==> src/port_regs_cfg.svh <==
`ifndef PORT_REGS_CFG_SVH
`define PORT_REGS_CFG_SVH

// ==========================================================
// Register addresses
`define ADDR_PORT1_PULLUP_ENABLE 16'hFFAC
`define ADDR_PORT2_PULLUP_ENABLE 16'hFFAD
`define ADDR_PORT3_PULLUP_ENABLE 16'hFFAE
`define ADDR_PORT1_DIRECTION 16'hFFB0
`define ADDR_PORT1_OUTPUT_VALUE 16'hFFB2

// ==========================================================
// Reset values and widths
`define PORT_WIDTH 8
`define ADDR_WIDTH 16
`define PULLUP_PORT_COUNT 3
`define RST_PULLUP 8'h00
`define RST_OUTPUT_VALUE 8'h00
`define RST_DIRECTION_MODE1 8'hFF
`define RST_DIRECTION_MODE23 8'h00
`define READ_WRITE_ONLY 8'hFF
`define READ_UNMAPPED 8'h00

// ==========================================================
// Operating mode pin codes
`define MODE_CODE_1 2'h1

`endif

==> src/port_regs_pkg.sv <==
package port_regs_pkg;
   // One port byte
   typedef logic [7:0] port_byte_t;
   // Bus address
   typedef logic [15:0] bus_addr_t;
   // Operating mode as seen by the direction logic
   typedef enum logic {OP_MODE_SINGLE, OP_MODE_EXPANDED} op_mode_t;
endpackage

==> src/port_pullup_direction_regs.sv <==
`timescale 1ns/1ps
`include "port_regs_cfg.svh"

module port_pullup_direction_regs #(
   parameter int WIDTH = `PORT_WIDTH,
   parameter int PORTS = `PULLUP_PORT_COUNT
) (
   input wire logic sys_clk,
   input wire logic sys_rst,
   input wire logic [1:0] mode_pins,
   input wire port_regs_pkg::bus_addr_t bus_addr,
   input wire port_regs_pkg::port_byte_t bus_wdata,
   input wire logic bus_wr,
   input wire logic bus_rd,
   output port_regs_pkg::port_byte_t bus_rdata,
   output logic [WIDTH*PORTS-1:0] pullup_on,
   output logic [WIDTH-1:0] port1_out,
   output logic [WIDTH-1:0] port1_oe
);
   import port_regs_pkg::*;

   // ==========================================================
   // Elaboration checks
   // The address map has exactly three pull-up bytes of eight bits
   if (WIDTH != `PORT_WIDTH || PORTS != `PULLUP_PORT_COUNT) begin : g_bad_params
      $error("port_pullup_direction_regs: WIDTH must be 8 and PORTS 3");
   end

   // ==========================================================
   // Decode helper, used by every register select
   function automatic logic addr_hit(input bus_addr_t addr, input bus_addr_t target);
      addr_hit = (addr == target);
   endfunction

   // ==========================================================
   // Mode pin synchroniser
   // Mode pins come from outside, so two flops before any logic
   logic [1:0] mode_meta_reg; // First stage, read only by second
   logic [1:0] mode_sync_reg; // Second stage
   logic [1:0] mode_meta_next;
   logic [1:0] mode_sync_next;

   always_comb begin
      mode_meta_next = mode_pins;
      mode_sync_next = mode_meta_reg;
   end

   // No reset: these only carry a level across
   always_ff @(posedge sys_clk) begin
      mode_meta_reg <= mode_meta_next;
      mode_sync_reg <= mode_sync_next;
   end

   // ==========================================================
   // Mode latch
   // Mode is caught while reset is held; pins moving later are ignored,
   // which keeps the direction lock stable during operation
   op_mode_t mode_reg; // Latched operating mode
   op_mode_t mode_next;
   op_mode_t mode_now; // Mode decoded from synchronised pins

   always_comb begin
      mode_now = (mode_sync_reg == `MODE_CODE_1) ? OP_MODE_SINGLE : OP_MODE_EXPANDED;
      mode_next = sys_rst ? mode_now : mode_reg;
   end

   always_ff @(posedge sys_clk) begin
      mode_reg <= mode_next;
   end

   // ==========================================================
   // Register selects
   logic [PORTS-1:0] pullup_wr; // Write to each pull-up byte
   logic dir_wr; // Write to direction byte
   logic data_wr; // Write to data byte

   always_comb begin
      dir_wr = bus_wr && addr_hit(bus_addr, `ADDR_PORT1_DIRECTION);
      data_wr = bus_wr && addr_hit(bus_addr, `ADDR_PORT1_OUTPUT_VALUE);
   end

   // ==========================================================
   // Pull-up control bytes, consecutive addresses
   logic [WIDTH-1:0] pullup_val [PORTS]; // Stored pull-up bytes

   for (genvar p = 0; p < PORTS; p++) begin : g_pullup
      // Address is base plus port index
      assign pullup_wr[p] = bus_wr && addr_hit(bus_addr, `ADDR_PORT1_PULLUP_ENABLE + 16'(p));

      port_byte_reg #(.WIDTH(WIDTH)) u_pullup (
         .sys_clk(sys_clk),
         .sys_rst(sys_rst),
         .rst_value(`RST_PULLUP),
         .force_en(1'b0),
         .force_value(`RST_PULLUP),
         .wr_en(pullup_wr[p]),
         .wr_data(bus_wdata),
         .value(pullup_val[p])
      );

      // Bit n of the byte is pin n; the flop output goes straight out
      assign pullup_on[p*WIDTH +: WIDTH] = pullup_val[p];
   end

   // ==========================================================
   // Port 1 direction
   logic [WIDTH-1:0] dir_val; // Stored direction byte
   logic dir_lock; // Mode 1 pins the byte at all ones
   logic [WIDTH-1:0] dir_rst_value; // Reset value from current mode

   always_comb begin
      // During reset the latch is still loading, so use the live mode
      dir_rst_value = (mode_now == OP_MODE_SINGLE) ? `RST_DIRECTION_MODE1 : `RST_DIRECTION_MODE23;
      dir_lock = !sys_rst && (mode_reg == OP_MODE_SINGLE);
   end

   port_byte_reg #(.WIDTH(WIDTH)) u_direction (
      .sys_clk(sys_clk),
      .sys_rst(sys_rst),
      .rst_value(dir_rst_value),
      .force_en(dir_lock),
      .force_value(`RST_DIRECTION_MODE1),
      .wr_en(dir_wr),
      .wr_data(bus_wdata),
      .value(dir_val)
   );

   // Direction bits are the enables: 1 drives, 0 releases the pin
   assign port1_oe = dir_val;

   // ==========================================================
   // Port 1 data
   logic [WIDTH-1:0] data_val; // Stored data byte

   port_byte_reg #(.WIDTH(WIDTH)) u_output_value (
      .sys_clk(sys_clk),
      .sys_rst(sys_rst),
      .rst_value(`RST_OUTPUT_VALUE),
      .force_en(1'b0),
      .force_value(`RST_OUTPUT_VALUE),
      .wr_en(data_wr),
      .wr_data(bus_wdata),
      .value(data_val)
   );

   // Only meaningful where the enable is high
   assign port1_out = data_val;

   // ==========================================================
   // Read data path, one cycle after the strobe
   port_byte_t rdata_reg; // Registered read data
   port_byte_t rdata_next;

   always_comb begin
      rdata_next = `READ_UNMAPPED;
      if (bus_rd) begin
         // Unmapped addresses answer zero, never stall
         for (int p = 0; p < PORTS; p++) begin
            if (addr_hit(bus_addr, `ADDR_PORT1_PULLUP_ENABLE + 16'(p))) begin
               rdata_next = pullup_val[p];
            end
         end
         if (addr_hit(bus_addr, `ADDR_PORT1_DIRECTION)) begin
            // Write-only: the stored byte is not visible
            rdata_next = `READ_WRITE_ONLY;
         end
         if (addr_hit(bus_addr, `ADDR_PORT1_OUTPUT_VALUE)) begin
            rdata_next = data_val;
         end
      end
   end

   // Data stands one cycle only, zero otherwise
   always_ff @(posedge sys_clk) begin
      if (sys_rst) begin
         rdata_reg <= `READ_UNMAPPED;
      end else begin
         rdata_reg <= rdata_next;
      end
   end

   assign bus_rdata = rdata_reg;

   // ==========================================================
   // Assertions
   a_pullup_write_lands: assert property (@(posedge sys_clk) disable iff (sys_rst)
      pullup_wr[1] |=> pullup_on[2*WIDTH-1:WIDTH] == $past(bus_wdata))
      else $error("port 2 pull-up byte did not take the write");

   // Reset level then look one cycle on, so the first tick has no history to lean on
   a_pullup_reset_clear: assert property (@(posedge sys_clk)
      sys_rst |=> pullup_on == '0)
      else $error("pull-up bits not clear after reset");

   // Write at the start of the match, held two quiet cycles later
   a_pullup_follows_bit: assert property (@(posedge sys_clk) disable iff (sys_rst)
      (pullup_wr[0] && !sys_rst) ##1 !pullup_wr[0] [*2] |-> pullup_on[WIDTH-1:0] == $past(bus_wdata, 2))
      else $error("port 1 pull-ups do not follow written bits");

   a_dir_locked_mode1: assert property (@(posedge sys_clk) disable iff (sys_rst)
      mode_reg == OP_MODE_SINGLE |-> port1_oe == `RST_DIRECTION_MODE1)
      else $error("direction moved while locked in mode 1");

   a_dir_reset_value: assert property (@(posedge sys_clk)
      $fell(sys_rst) |-> port1_oe == ((mode_reg == OP_MODE_SINGLE) ? `RST_DIRECTION_MODE1 : `RST_DIRECTION_MODE23))
      else $error("direction reset value wrong for mode");

   a_dir_write_takes: assert property (@(posedge sys_clk) disable iff (sys_rst)
      (dir_wr && mode_reg == OP_MODE_EXPANDED) |=> port1_oe == $past(bus_wdata))
      else $error("direction write lost in modes 2 and 3");

   a_dir_read_hidden: assert property (@(posedge sys_clk) disable iff (sys_rst)
      (bus_rd && addr_hit(bus_addr, `ADDR_PORT1_DIRECTION)) |=> bus_rdata == `READ_WRITE_ONLY)
      else $error("write-only direction byte leaked on read");

   a_data_readback: assert property (@(posedge sys_clk) disable iff (sys_rst)
      data_wr ##1 (bus_rd && addr_hit(bus_addr, `ADDR_PORT1_OUTPUT_VALUE) && !data_wr)
      |=> bus_rdata == $past(bus_wdata, 2))
      else $error("data byte read back differs from write");

   a_pin_drive_data: assert property (@(posedge sys_clk) disable iff (sys_rst)
      data_wr |=> port1_out == $past(bus_wdata) && port1_oe == $past(port1_oe) || $past(dir_wr))
      else $error("output pins not driven from data byte");

   a_idle_reads_zero: assert property (@(posedge sys_clk) disable iff (sys_rst)
      !$past(bus_rd) |-> bus_rdata == `READ_UNMAPPED)
      else $error("read data stood beyond its cycle");

   // ==========================================================
   // Cover points
   c_mode1_dir_write: cover property (@(posedge sys_clk) disable iff (sys_rst)
      dir_wr && mode_reg == OP_MODE_SINGLE);
   c_mode23_dir_write: cover property (@(posedge sys_clk) disable iff (sys_rst)
      dir_wr && mode_reg == OP_MODE_EXPANDED);
   c_port3_pullup_on: cover property (@(posedge sys_clk) disable iff (sys_rst)
      pullup_wr[2] ##1 pullup_on[3*WIDTH-1:2*WIDTH] != '0);
   c_back_to_back: cover property (@(posedge sys_clk) disable iff (sys_rst)
      data_wr ##1 bus_rd);
endmodule // port_pullup_direction_regs

==> src/port_byte_reg.sv <==
`timescale 1ns/1ps
`include "port_regs_cfg.svh"

// One 8-bit port register with a reset value chosen at run time and
// an optional forced value that overrides software writes.
module port_byte_reg #(
   parameter int WIDTH = `PORT_WIDTH
) (
   input wire logic sys_clk,
   input wire logic sys_rst,
   input wire logic [WIDTH-1:0] rst_value,
   input wire logic force_en,
   input wire logic [WIDTH-1:0] force_value,
   input wire logic wr_en,
   input wire logic [WIDTH-1:0] wr_data,
   output logic [WIDTH-1:0] value
);
   // ==========================================================
   // Elaboration check
   if (WIDTH < 1) begin : g_bad_width
      $error("port_byte_reg: WIDTH must be at least 1");
   end

   // ==========================================================
   // Storage
   logic [WIDTH-1:0] value_reg; // Held byte
   logic [WIDTH-1:0] value_next; // Next byte

   // Force beats write so a locked register never moves
   always_comb begin
      value_next = value_reg;
      if (force_en) begin
         value_next = force_value;
      end else if (wr_en) begin
         value_next = wr_data;
      end
   end

   // Plain register, synchronous reset
   always_ff @(posedge sys_clk) begin
      if (sys_rst) begin
         value_reg <= rst_value;
      end else begin
         value_reg <= value_next;
      end
   end

   assign value = value_reg;
endmodule // port_byte_reg

==> config.mk <==
export PLATFORM = sky130hd
export DESIGN_NAME = port_pullup_direction_regs
export DESIGN_NICKNAME = d
export VERILOG_FILES = /design/src/port_regs_pkg.sv /design/src/port_pullup_direction_regs.sv /design/src/port_byte_reg.sv
export VERILOG_INCLUDE_DIRS = /design/src /design/src/src
export SDC_FILE = /design/constraint.sdc
export NUM_CORES = 1
export LEC_CHECK = 0
export BUFFER_PORTS_ARGS = -buffer_cell sky130_fd_sc_hd__buf_2
export CORE_ASPECT_RATIO = 0.9
export CORE_MARGIN = 2
export CORE_UTILIZATION = 38
export DETAILED_ROUTE_END_ITERATION = 16
export SYNTH_ARGS = -nofsm -noshare
export SYNTH_HDL_FRONTEND = slang
export SYNTH_SLANG_ARGS = --single-unit
==> constraint.sdc <==
create_clock -name sys_clk -period 2.57 [get_ports sys_clk]
set_clock_uncertainty 0.05 [all_clocks]
set_input_delay 0.1285 -clock sys_clk [delete_from_list [all_inputs] [get_ports sys_clk]]
set_output_delay 0.1285 -clock sys_clk [all_outputs]
set_load 0.02 [all_outputs]
Word-level counts from Yosys, hierarchy flattened:

Cells that the tools add are included.

* equal/unequal tests: 6
* mux-type cells: 10
* bitwise logic cells: 2
* reductions and logical operators: 9

Operators with widths (number)
* 16-bit == test (second input constant): 5
* 8-bit 2-to-1 mux: 9
* 1-bit logical AND: 6
* 3-bit nonzero test: 1
* 2-bit by 1-bit == test with 1-bit output (second input constant): 1
* 1-bit inverter: 2
* 2-bit OR reduction: 1
* 1-bit zero test: 1
* 1-bit 2-to-1 mux: 1

* flip-flop bits (word level): 53
* bits of input ports: 30
* output and inout port bits: 48
* word-level logic and storage cells: 36

Logic depth before layout (Yosys ltp):

Gate-level depths: netlist (run 1).

* depth after elaboration: 6
* gate-level depth with buffers: 6
* mapped depth without buffers: 4

Modules after synthesis:

From an unflattened synthesis (run 1), not the netlist that was laid out.

* cells, all modules: 249
* area total of the unflattened synthesis: 2796.4 um^2

Modules (own cells, without submodules)
* port_byte_reg: instances 5, cells an instance 35, area an instance 412.9 um^2, sequential area each 240.2 um^2
* port_pullup_direction_regs: instances 1, cells an instance 74, area an instance 732.0 um^2, sequential area each 270.3 um^2

Worst setup path before layout (run 1):

OpenSTA, ideal clock, no wires.

* kind: in2reg
* start: input bus_addr[0]
* end: register u_direction.value_reg[0] (netlist: u_direction.value[0]) (enable)
* setup time: 0.398 ns
* arrival: 1.627 ns
* required time: 2.122 ns
* setup slack: 0.495 ns
* cell stages on the path: 2
* path buffers: 0
* cells stage by stage: or4b_4 > o41ai_1

* word-level cells in the longest chain between the ends: 3

Ends and longest elaborated chain
* start, declared: RTL line port_pullup_direction_regs.sv:11 `input wire port_regs_pkg::bus_addr_t bus_addr,`
* 16-bit == test: RTL line port_pullup_direction_regs.sv:32 `addr_hit = (addr == target);`
* 1-bit logical AND: RTL line port_pullup_direction_regs.sv:78 `` dir_wr = bus_wr && addr_hit(bus_addr, `ADDR_PORT1_DIRECTION); ``
* 3-bit nonzero test (no source line)
* end signal, assigned: RTL line port_byte_reg.sv:42 `value_reg <= rst_value;`
* end signal, assigned: RTL line port_byte_reg.sv:44 `value_reg <= value_next;`
* end, declared: RTL line port_byte_reg.sv:26 `logic [WIDTH-1:0] value_reg;`

No other way between the ends.
A chain may end at the register's enable or synchronous reset.

Worst setup path after layout (run 1):

* start: input bus_addr[0]
* end: register rdata_reg[3] (netlist: bus_rdata[3])

* word-level cells in the longest chain between the ends: 6
* elaborated cells between the ends (all ways): 10
* classes of those cells: 5 x eq/ne; 5 x mux

Ends and longest elaborated chain
* 16-bit == test: RTL line port_pullup_direction_regs.sv:32
* 8-bit 2-to-1 mux (3 in series): RTL line port_pullup_direction_regs.sv:159 `` if (addr_hit(bus_addr, `ADDR_PORT1_PULLUP_ENABLE + 16'(p))) begin ``
* 8-bit 2-to-1 mux: RTL line port_pullup_direction_regs.sv:163 `` if (addr_hit(bus_addr, `ADDR_PORT1_DIRECTION)) begin ``
* 8-bit 2-to-1 mux *: RTL line port_pullup_direction_regs.sv:167 `` if (addr_hit(bus_addr, `ADDR_PORT1_OUTPUT_VALUE)) begin ``
* end signal, assigned: RTL line port_pullup_direction_regs.sv:176 `` rdata_reg <= `READ_UNMAPPED; ``
* end signal, assigned: RTL line port_pullup_direction_regs.sv:178 `rdata_reg <= rdata_next;`
* end, declared: RTL line port_pullup_direction_regs.sv:151 `port_byte_t rdata_reg;`

Mark *: on every way between the ends. The rest lies on a longest branch, timed or not.

==> impl_metrics.tcl, run 1 <==
set metrics [dict create \
    required_ns 2.74 \
    r2r_cells 3 \
    synth_area_mm2 0.00239 \
    grt_pass1_wl_um 9710 \
    synth_fp_nets 273 \
    rows 27 \
    largest_register_ffs 24 \
    grtUsageTotal_pct 18.1 \
    io-pin-count 78 \
    ant_nets 0 \
    worst_slew_pin_slew_ns 0.561 \
    ys_seq_area_share_pct 48.2 \
    r2r_end "u_direction.value[0]" \
    cts_setup_buffers 0 \
    fin_hold_ws_ns 0.00796 \
    fin_crit_sh_pct 59.2 \
    period_needed_ns 1.52 \
    crit_path_max_fanout 20 \
    rsz0062_at_grt "false" \
    finalHoldViolations 0 \
    ir_worst_vdd_mv 0.378 \
    cts.path.max_buffers 2 \
    setup_violations 0 \
    die_area_mm2 0.00694 \
    cts_tree "built" \
    seqPwrFrac_pct 56.1 \
    cts_sinks 53 \
    critical_path.startpoint "bus_addr[0]" \
    avgSynthCellArea_um2 9.83 \
    synth-edff-count 9 \
    dp_hpwl_um 4620 \
    power_switching_uw 374 \
    critPathCapture "bus_rdata[3]" \
    drt_iter0_markers 77 \
    grt-ovfl-total 0 \
    setup_tns_ns 0 \
    status "finished clean" \
    first_global_vias 1976 \
    cp.arrival_ns 1.70 \
    antenna_found_initial 0 \
    clk_latency_ns 0.30 \
    routed_wl_um 6030 \
    rr_startpoint "mode_reg" \
    dr_total_vias 2071 \
    first_pass_iters 4 \
    slew_viol_final 0 \
    final_nets 348 \
    async_flop_share_pct 0 \
    die_w_um 87.6 \
    clkPwrFrac_pct 35.2 \
    cts_root_buf "clkbuf_8" \
    gp_congestion 0.801 \
    yosysWarningCount 0 \
    reg2reg_slack_ns 1.38 \
    clock.fmax_mhz 657 \
    maxCapViolations 0 \
    htree_num_levels 2 \
    syn_to_final_growth_pct 24.5 \
    comb_power_share_pct 8.7 \
    dieHeight_um 79.2 \
    core_mm2 0.00611 \
    crit_path_start_kind "input port" \
    swShare_pct 24.3 \
    slew_headroom_pct 62.5 \
    port_buffers 77 \
    powerDensity_mw_per_mm2 518 \
    fill_cells 594 \
    cts_made_buffers 5 \
    n_antenna_cell 0 \
    cp-end-kind "register" \
    ctsResizeCount 0 \
    path_class "input port to register" \
    netlist_instances 243 \
    cts.clk_slew.worst_paths_ns 0.10 \
    yosys_most_used_dff "dfxtp_1" \
    min_path_type "input port to register" \
    cts_hold_buf 2 \
    grt_max_degree 40 \
    synth_cell_type_count 35 \
    p_leak_uw 0.00138 \
    route.detailed.drc 0 \
    p_int_uw 1170 \
    drive_above_1_share_pct 31.3 \
    wl_per_cell_um 14.8 \
    ys_seq_elements 53 \
    via_per_inst 5.10 \
    start_util_pct 39.1 \
]
-- layout by cell type (no fill, tap or decap), types with 2 or more instances in the layout --
cell type,n
nand2_1,10
nand3_1,17
and4_1,2
dfxtp_1,44
clkbuf_8,5
dlygate4sd3_1,2
and3_1,2
nor3_2,2
mux2i_1,24
buf_4,2
edfxtp_1,9
a221oi_1,7
nor2b_1,2
nor4_4,2
nor2_1,17
a21oi_1,22
buf_2,77
inv_1,8
nand2b_1,35
nand3b_1,3
o21ai_0,8
nand3_2,2
-- cell usage after synthesis (7+ instances only) --
master    count  area share [%]
o21ai_0       8             1.7
clkbuf_1      8             1.3
a21oi_1      22             4.6
nand2b_1     35             9.2
nand2_1      10             1.6
nor2_1       17             2.7
a221oi_1      7             2.6
nand3_1      17             3.6
inv_1         8             1.3
mux2i_1      24              10
dfxtp_1      44              37
edfxtp_1      9              11
-- cell type report --
cell class	count	area, µm²	area share [%]
inverter	8	30.0	1.01
clock buffer	6	93.8	3.16
multi-input combinational	169	1160	38.9
sequential	53	1150	38.7
tap	87	109	3.66
clock inverter	2	13.8	0.463
timing repair buffer	81	420	14.1
-- per-stage QoR --
stage	cells	util [%]	power (µW)	area, µm²	setup slack (ns)
2_1_floorplan	243	-	960	2390	0.495
3_3_place_gp	396	46.6	1010	2850	0.712
3_5_place_dp	396	46.6	1020	2850	0.723
4_1_cts	406	48.6	1550	2970	1.06
5_1_grt	406	48.6	1600	2970	0.842
6_report	406	48.6	1540	2970	1.05
-- power groups by stage --
stage,combinational [µW],clock [µW],sequential [µW]
6_report,134,543,864
3_5_place_dp,133,0,883
4_1_cts,136,550,864
2_1_floorplan,60.6,0,899
3_3_place_gp,131,0,883
5_1_grt,150,583,866
-- cell families (layout without fill, tap and decap cells) --
logic type             Yosys count  count (layout)  share of synthesized area, %
AND/OR/NAND/NOR                103             103                          27.5
flip-flops                      53              53                          48.2
AO/OA/AOI/OAI                   42              42                          10.8
multiplexers                    24              24                          10.1
buffers and inverters           21              97                          3.46
-- per-layer routing --
layer / track usage [%] / up-vias / wire length, µm
met5: 0 / - / 0
met4: 5.69 / 0 / 68
met3: 3.74 / 7 / 345
met2: 28.4 / 67 / 2790
met1: 24.7 / 984 / 2830
li1: - / 1013 / -
-- worst min path at each step --
stage / slack, ns / depth (start not counted) / endpoint / from
floorplan: 0.11 / 0 / mode_meta_reg[0] / mode_pins[0]
global placement: 0.18 / 1 / mode_meta_reg[1] / mode_pins[1]
detailed placement: 0.18 / 1 / mode_meta_reg[1] / mode_pins[1]
CTS: 0.008 / 3 / g_pullup[2].u_pullup.value[4] / bus_wdata[4]
global route: 0.009 / 3 / g_pullup[2].u_pullup.value[4] / bus_wdata[4]
finish: 0.008 / 3 / g_pullup[2].u_pullup.value[4] / bus_wdata[4]
-- worst max-delay path: stages --
cell	delay, ns
buf_2	0.21
or4b_4	0.59
nor4_4	0.37
a21oi_1	0.12
a221oi_1	0.28
No activity file was read; power rests on OpenSTA's default activity.
==> inputs of run 2 (changes only) <==
PLACE_DENSITY = 0.65   (was default)
clock period = 1.3 ns   (was 2.57 ns; I/O delays follow)
==> run 2 against run 1 <==
Design area increased by 10%. Largest power group unchanged. Critical endpoint is now u_direction.value[0]. Global-route usage up 1.2 points. Sequential share of layout area fell by 3.5 points. Via count increased by 7.1%. Core utilization is 4.9 points higher. Non-clock buffer count increased by 32. Clock-buffer cell count stayed put. Cell count increased by 7.9%. Critical path type unchanged.
==> impl_metrics.tcl, run 2 (synthesis gave the netlist of run 1 again) <==
set metrics [dict create \
    finalHoldViolations 0 \
    multi_input_area_mm2 0.00119 \
    core_mm2 0.00611 \
    io-pin-count 78 \
    cts_root_buf "clkbuf_8" \
    slew_headroom_pct 73.2 \
    final_cells 438 \
    grt-ovfl-total 0 \
    cp_slowest_cell "or4b_4" \
    powerDensity_mw_per_mm2 906 \
    cp_slowest_stage_delay_ns 0.58 \
    cts_tree "built" \
    dp_cells 420 \
    swShare_pct 24.7 \
    start_util_pct 39.1 \
    seqPwrFrac_pct 57.6 \
    first_pass_iters 4 \
    dr_total_vias 2218 \
    cp.arrival_ns 1.17 \
    largest_register_ffs 24 \
    fill_cells 594 \
    grtUsageTotal_pct 19.2 \
    period_needed_ns 1.19 \
    cts.clk_slew.worst_paths_ns 0.10 \
    p_int_uw 2230 \
    syn_to_final_growth_pct 37.0 \
    setup_tns_ns 0 \
    fin_crit_sh_pct 91.9 \
    power_switching_uw 734 \
    crit_chain "buf_2 > or4b_4 > o41ai_4 > buf_4" \
    comb_power_share_pct 11.0 \
    clock.fmax_mhz 837 \
    gp_congestion 0.851 \
    routed_wl_um 6370 \
    cts_made_buffers 5 \
    worst_slew_pin_slew_ns 0.402 \
    grt_max_degree 20 \
    slew_viol_final 0 \
    rsz0062_at_grt "false" \
    port_buffers 77 \
    min_path_type "input port to register" \
    cts.path.max_buffers 2 \
    drt_iter0_markers 128 \
    grt_pass1_wl_um 10300 \
    final_nets 380 \
    setup_violations 0 \
    maxCapViolations 0 \
    drive_above_1_share_pct 36.2 \
    clk_latency_ns 0.31 \
    wl_per_cell_um 14.5 \
    die_w_um 87.6 \
    cts_setup_buffers 0 \
    clkPwrFrac_pct 31.4 \
    htree_num_levels 2 \
    final_common_cell "buf_2" \
    final_cell_mix "buf_2, dfxtp_1, nand2b_1" \
    antenna_found_initial 0 \
    rows 27 \
    ant_nets 0 \
    dp_hpwl_um 4900 \
    power_uw 2970 \
    cp-end-kind "register" \
    path_class "input port to register" \
    ir_worst_vdd_mv 0.417 \
    status "finished clean" \
    required_ns 1.28 \
    first_global_vias 2216 \
    route.detailed.drc 0 \
    via_per_inst 5.06 \
    cts_sinks 53 \
    p_leak_uw 0.00154 \
    die_area_mm2 0.00694 \
    reg2reg_slack_ns 0.11 \
    n_antenna_cell 0 \
    crit_path_start_kind "input port" \
    regArea_mm2 0.00115 \
    dieHeight_um 79.2 \
    crit_path_max_fanout 8 \
]
run 2: cell types whose count changed in the layout (fill, tap and decap cells not counted), sizes merged:
cell	before	now
buf	79	103
dlygate4sd3	2	10
run 2: path summary, 6_finish.rpt:
check,startpoint,to,cells past startpoint
worst max-delay path,bus_addr[0],u_direction.value[0],4
worst max register to register,mode_reg,u_direction.value[0],3
worst min-delay path,sys_rst,g_pullup[2].u_pullup.value[4],3
worst min register to register,mode_meta_reg[0],mode_sync_reg[0],0
run 2: per-stage QoR:
stage          worst slack, ns  hold slack (ns)  util [%]  instance area, µm²
6_report                 0.106           0.0653      53.6                3270
5_1_grt                 0.0308           0.0660      53.6                3270
4_1_cts                0.00698           0.0601      53.4                3270
3_5_place_dp            -0.348            0.122      50.2                3070
3_3_place_gp            -0.269            0.118      50.2                3070
2_1_floorplan           -0.170           0.0427         -                2410
run 2: layout make-up:
class / instances / share of cell area, %
flip-flops and latches: 53 / 35.2
multi-input cells: 169 / 36.3
well taps: 87 / 3.32
inverters: 8 / 0.917
clock inverters: 2 / 0.420
repair buffers: 113 / 21.7
clock buffers: 6 / 2.22
run 2: power by group through the flow:
stage / registers [µW] / logic [µW] / clock network (µW)
after floorplan: 1780 / 125 / 0
after global placement: 1750 / 296 / 0
after detailed placement: 1750 / 302 / 0
after CTS: 1710 / 326 / 949
after global routing: 1710 / 355 / 1020
final: 1710 / 326 / 932
run 2: what timing repair did:
item                                    4_1_cts  5_1_grt
gates resized for setup                       2        2
hold buffers                                 10        0
pin swaps                                     0        1
endpoints found under the setup margin        2       15
hold endpoints to repair                     10        0
run 2: worst max-delay path: cells and delay by family:
family                 cells  cell delay, ns
AOI/OAI and AO/OA          1            0.21
buffers and inverters      2            0.32
and+or+nand+nor            1            0.58
run 2: metal layers:
layer  GRT usage [%]  wire length (µm)  vias up  share of wire (%)
li1                -                 -     1075                  -
met1            23.8              2790     1056                 44
met4            6.77                98        0                1.5
met5               0                 0        -                  0
met2            32.9              3080       77                 48
met3            3.95               402       10                6.3
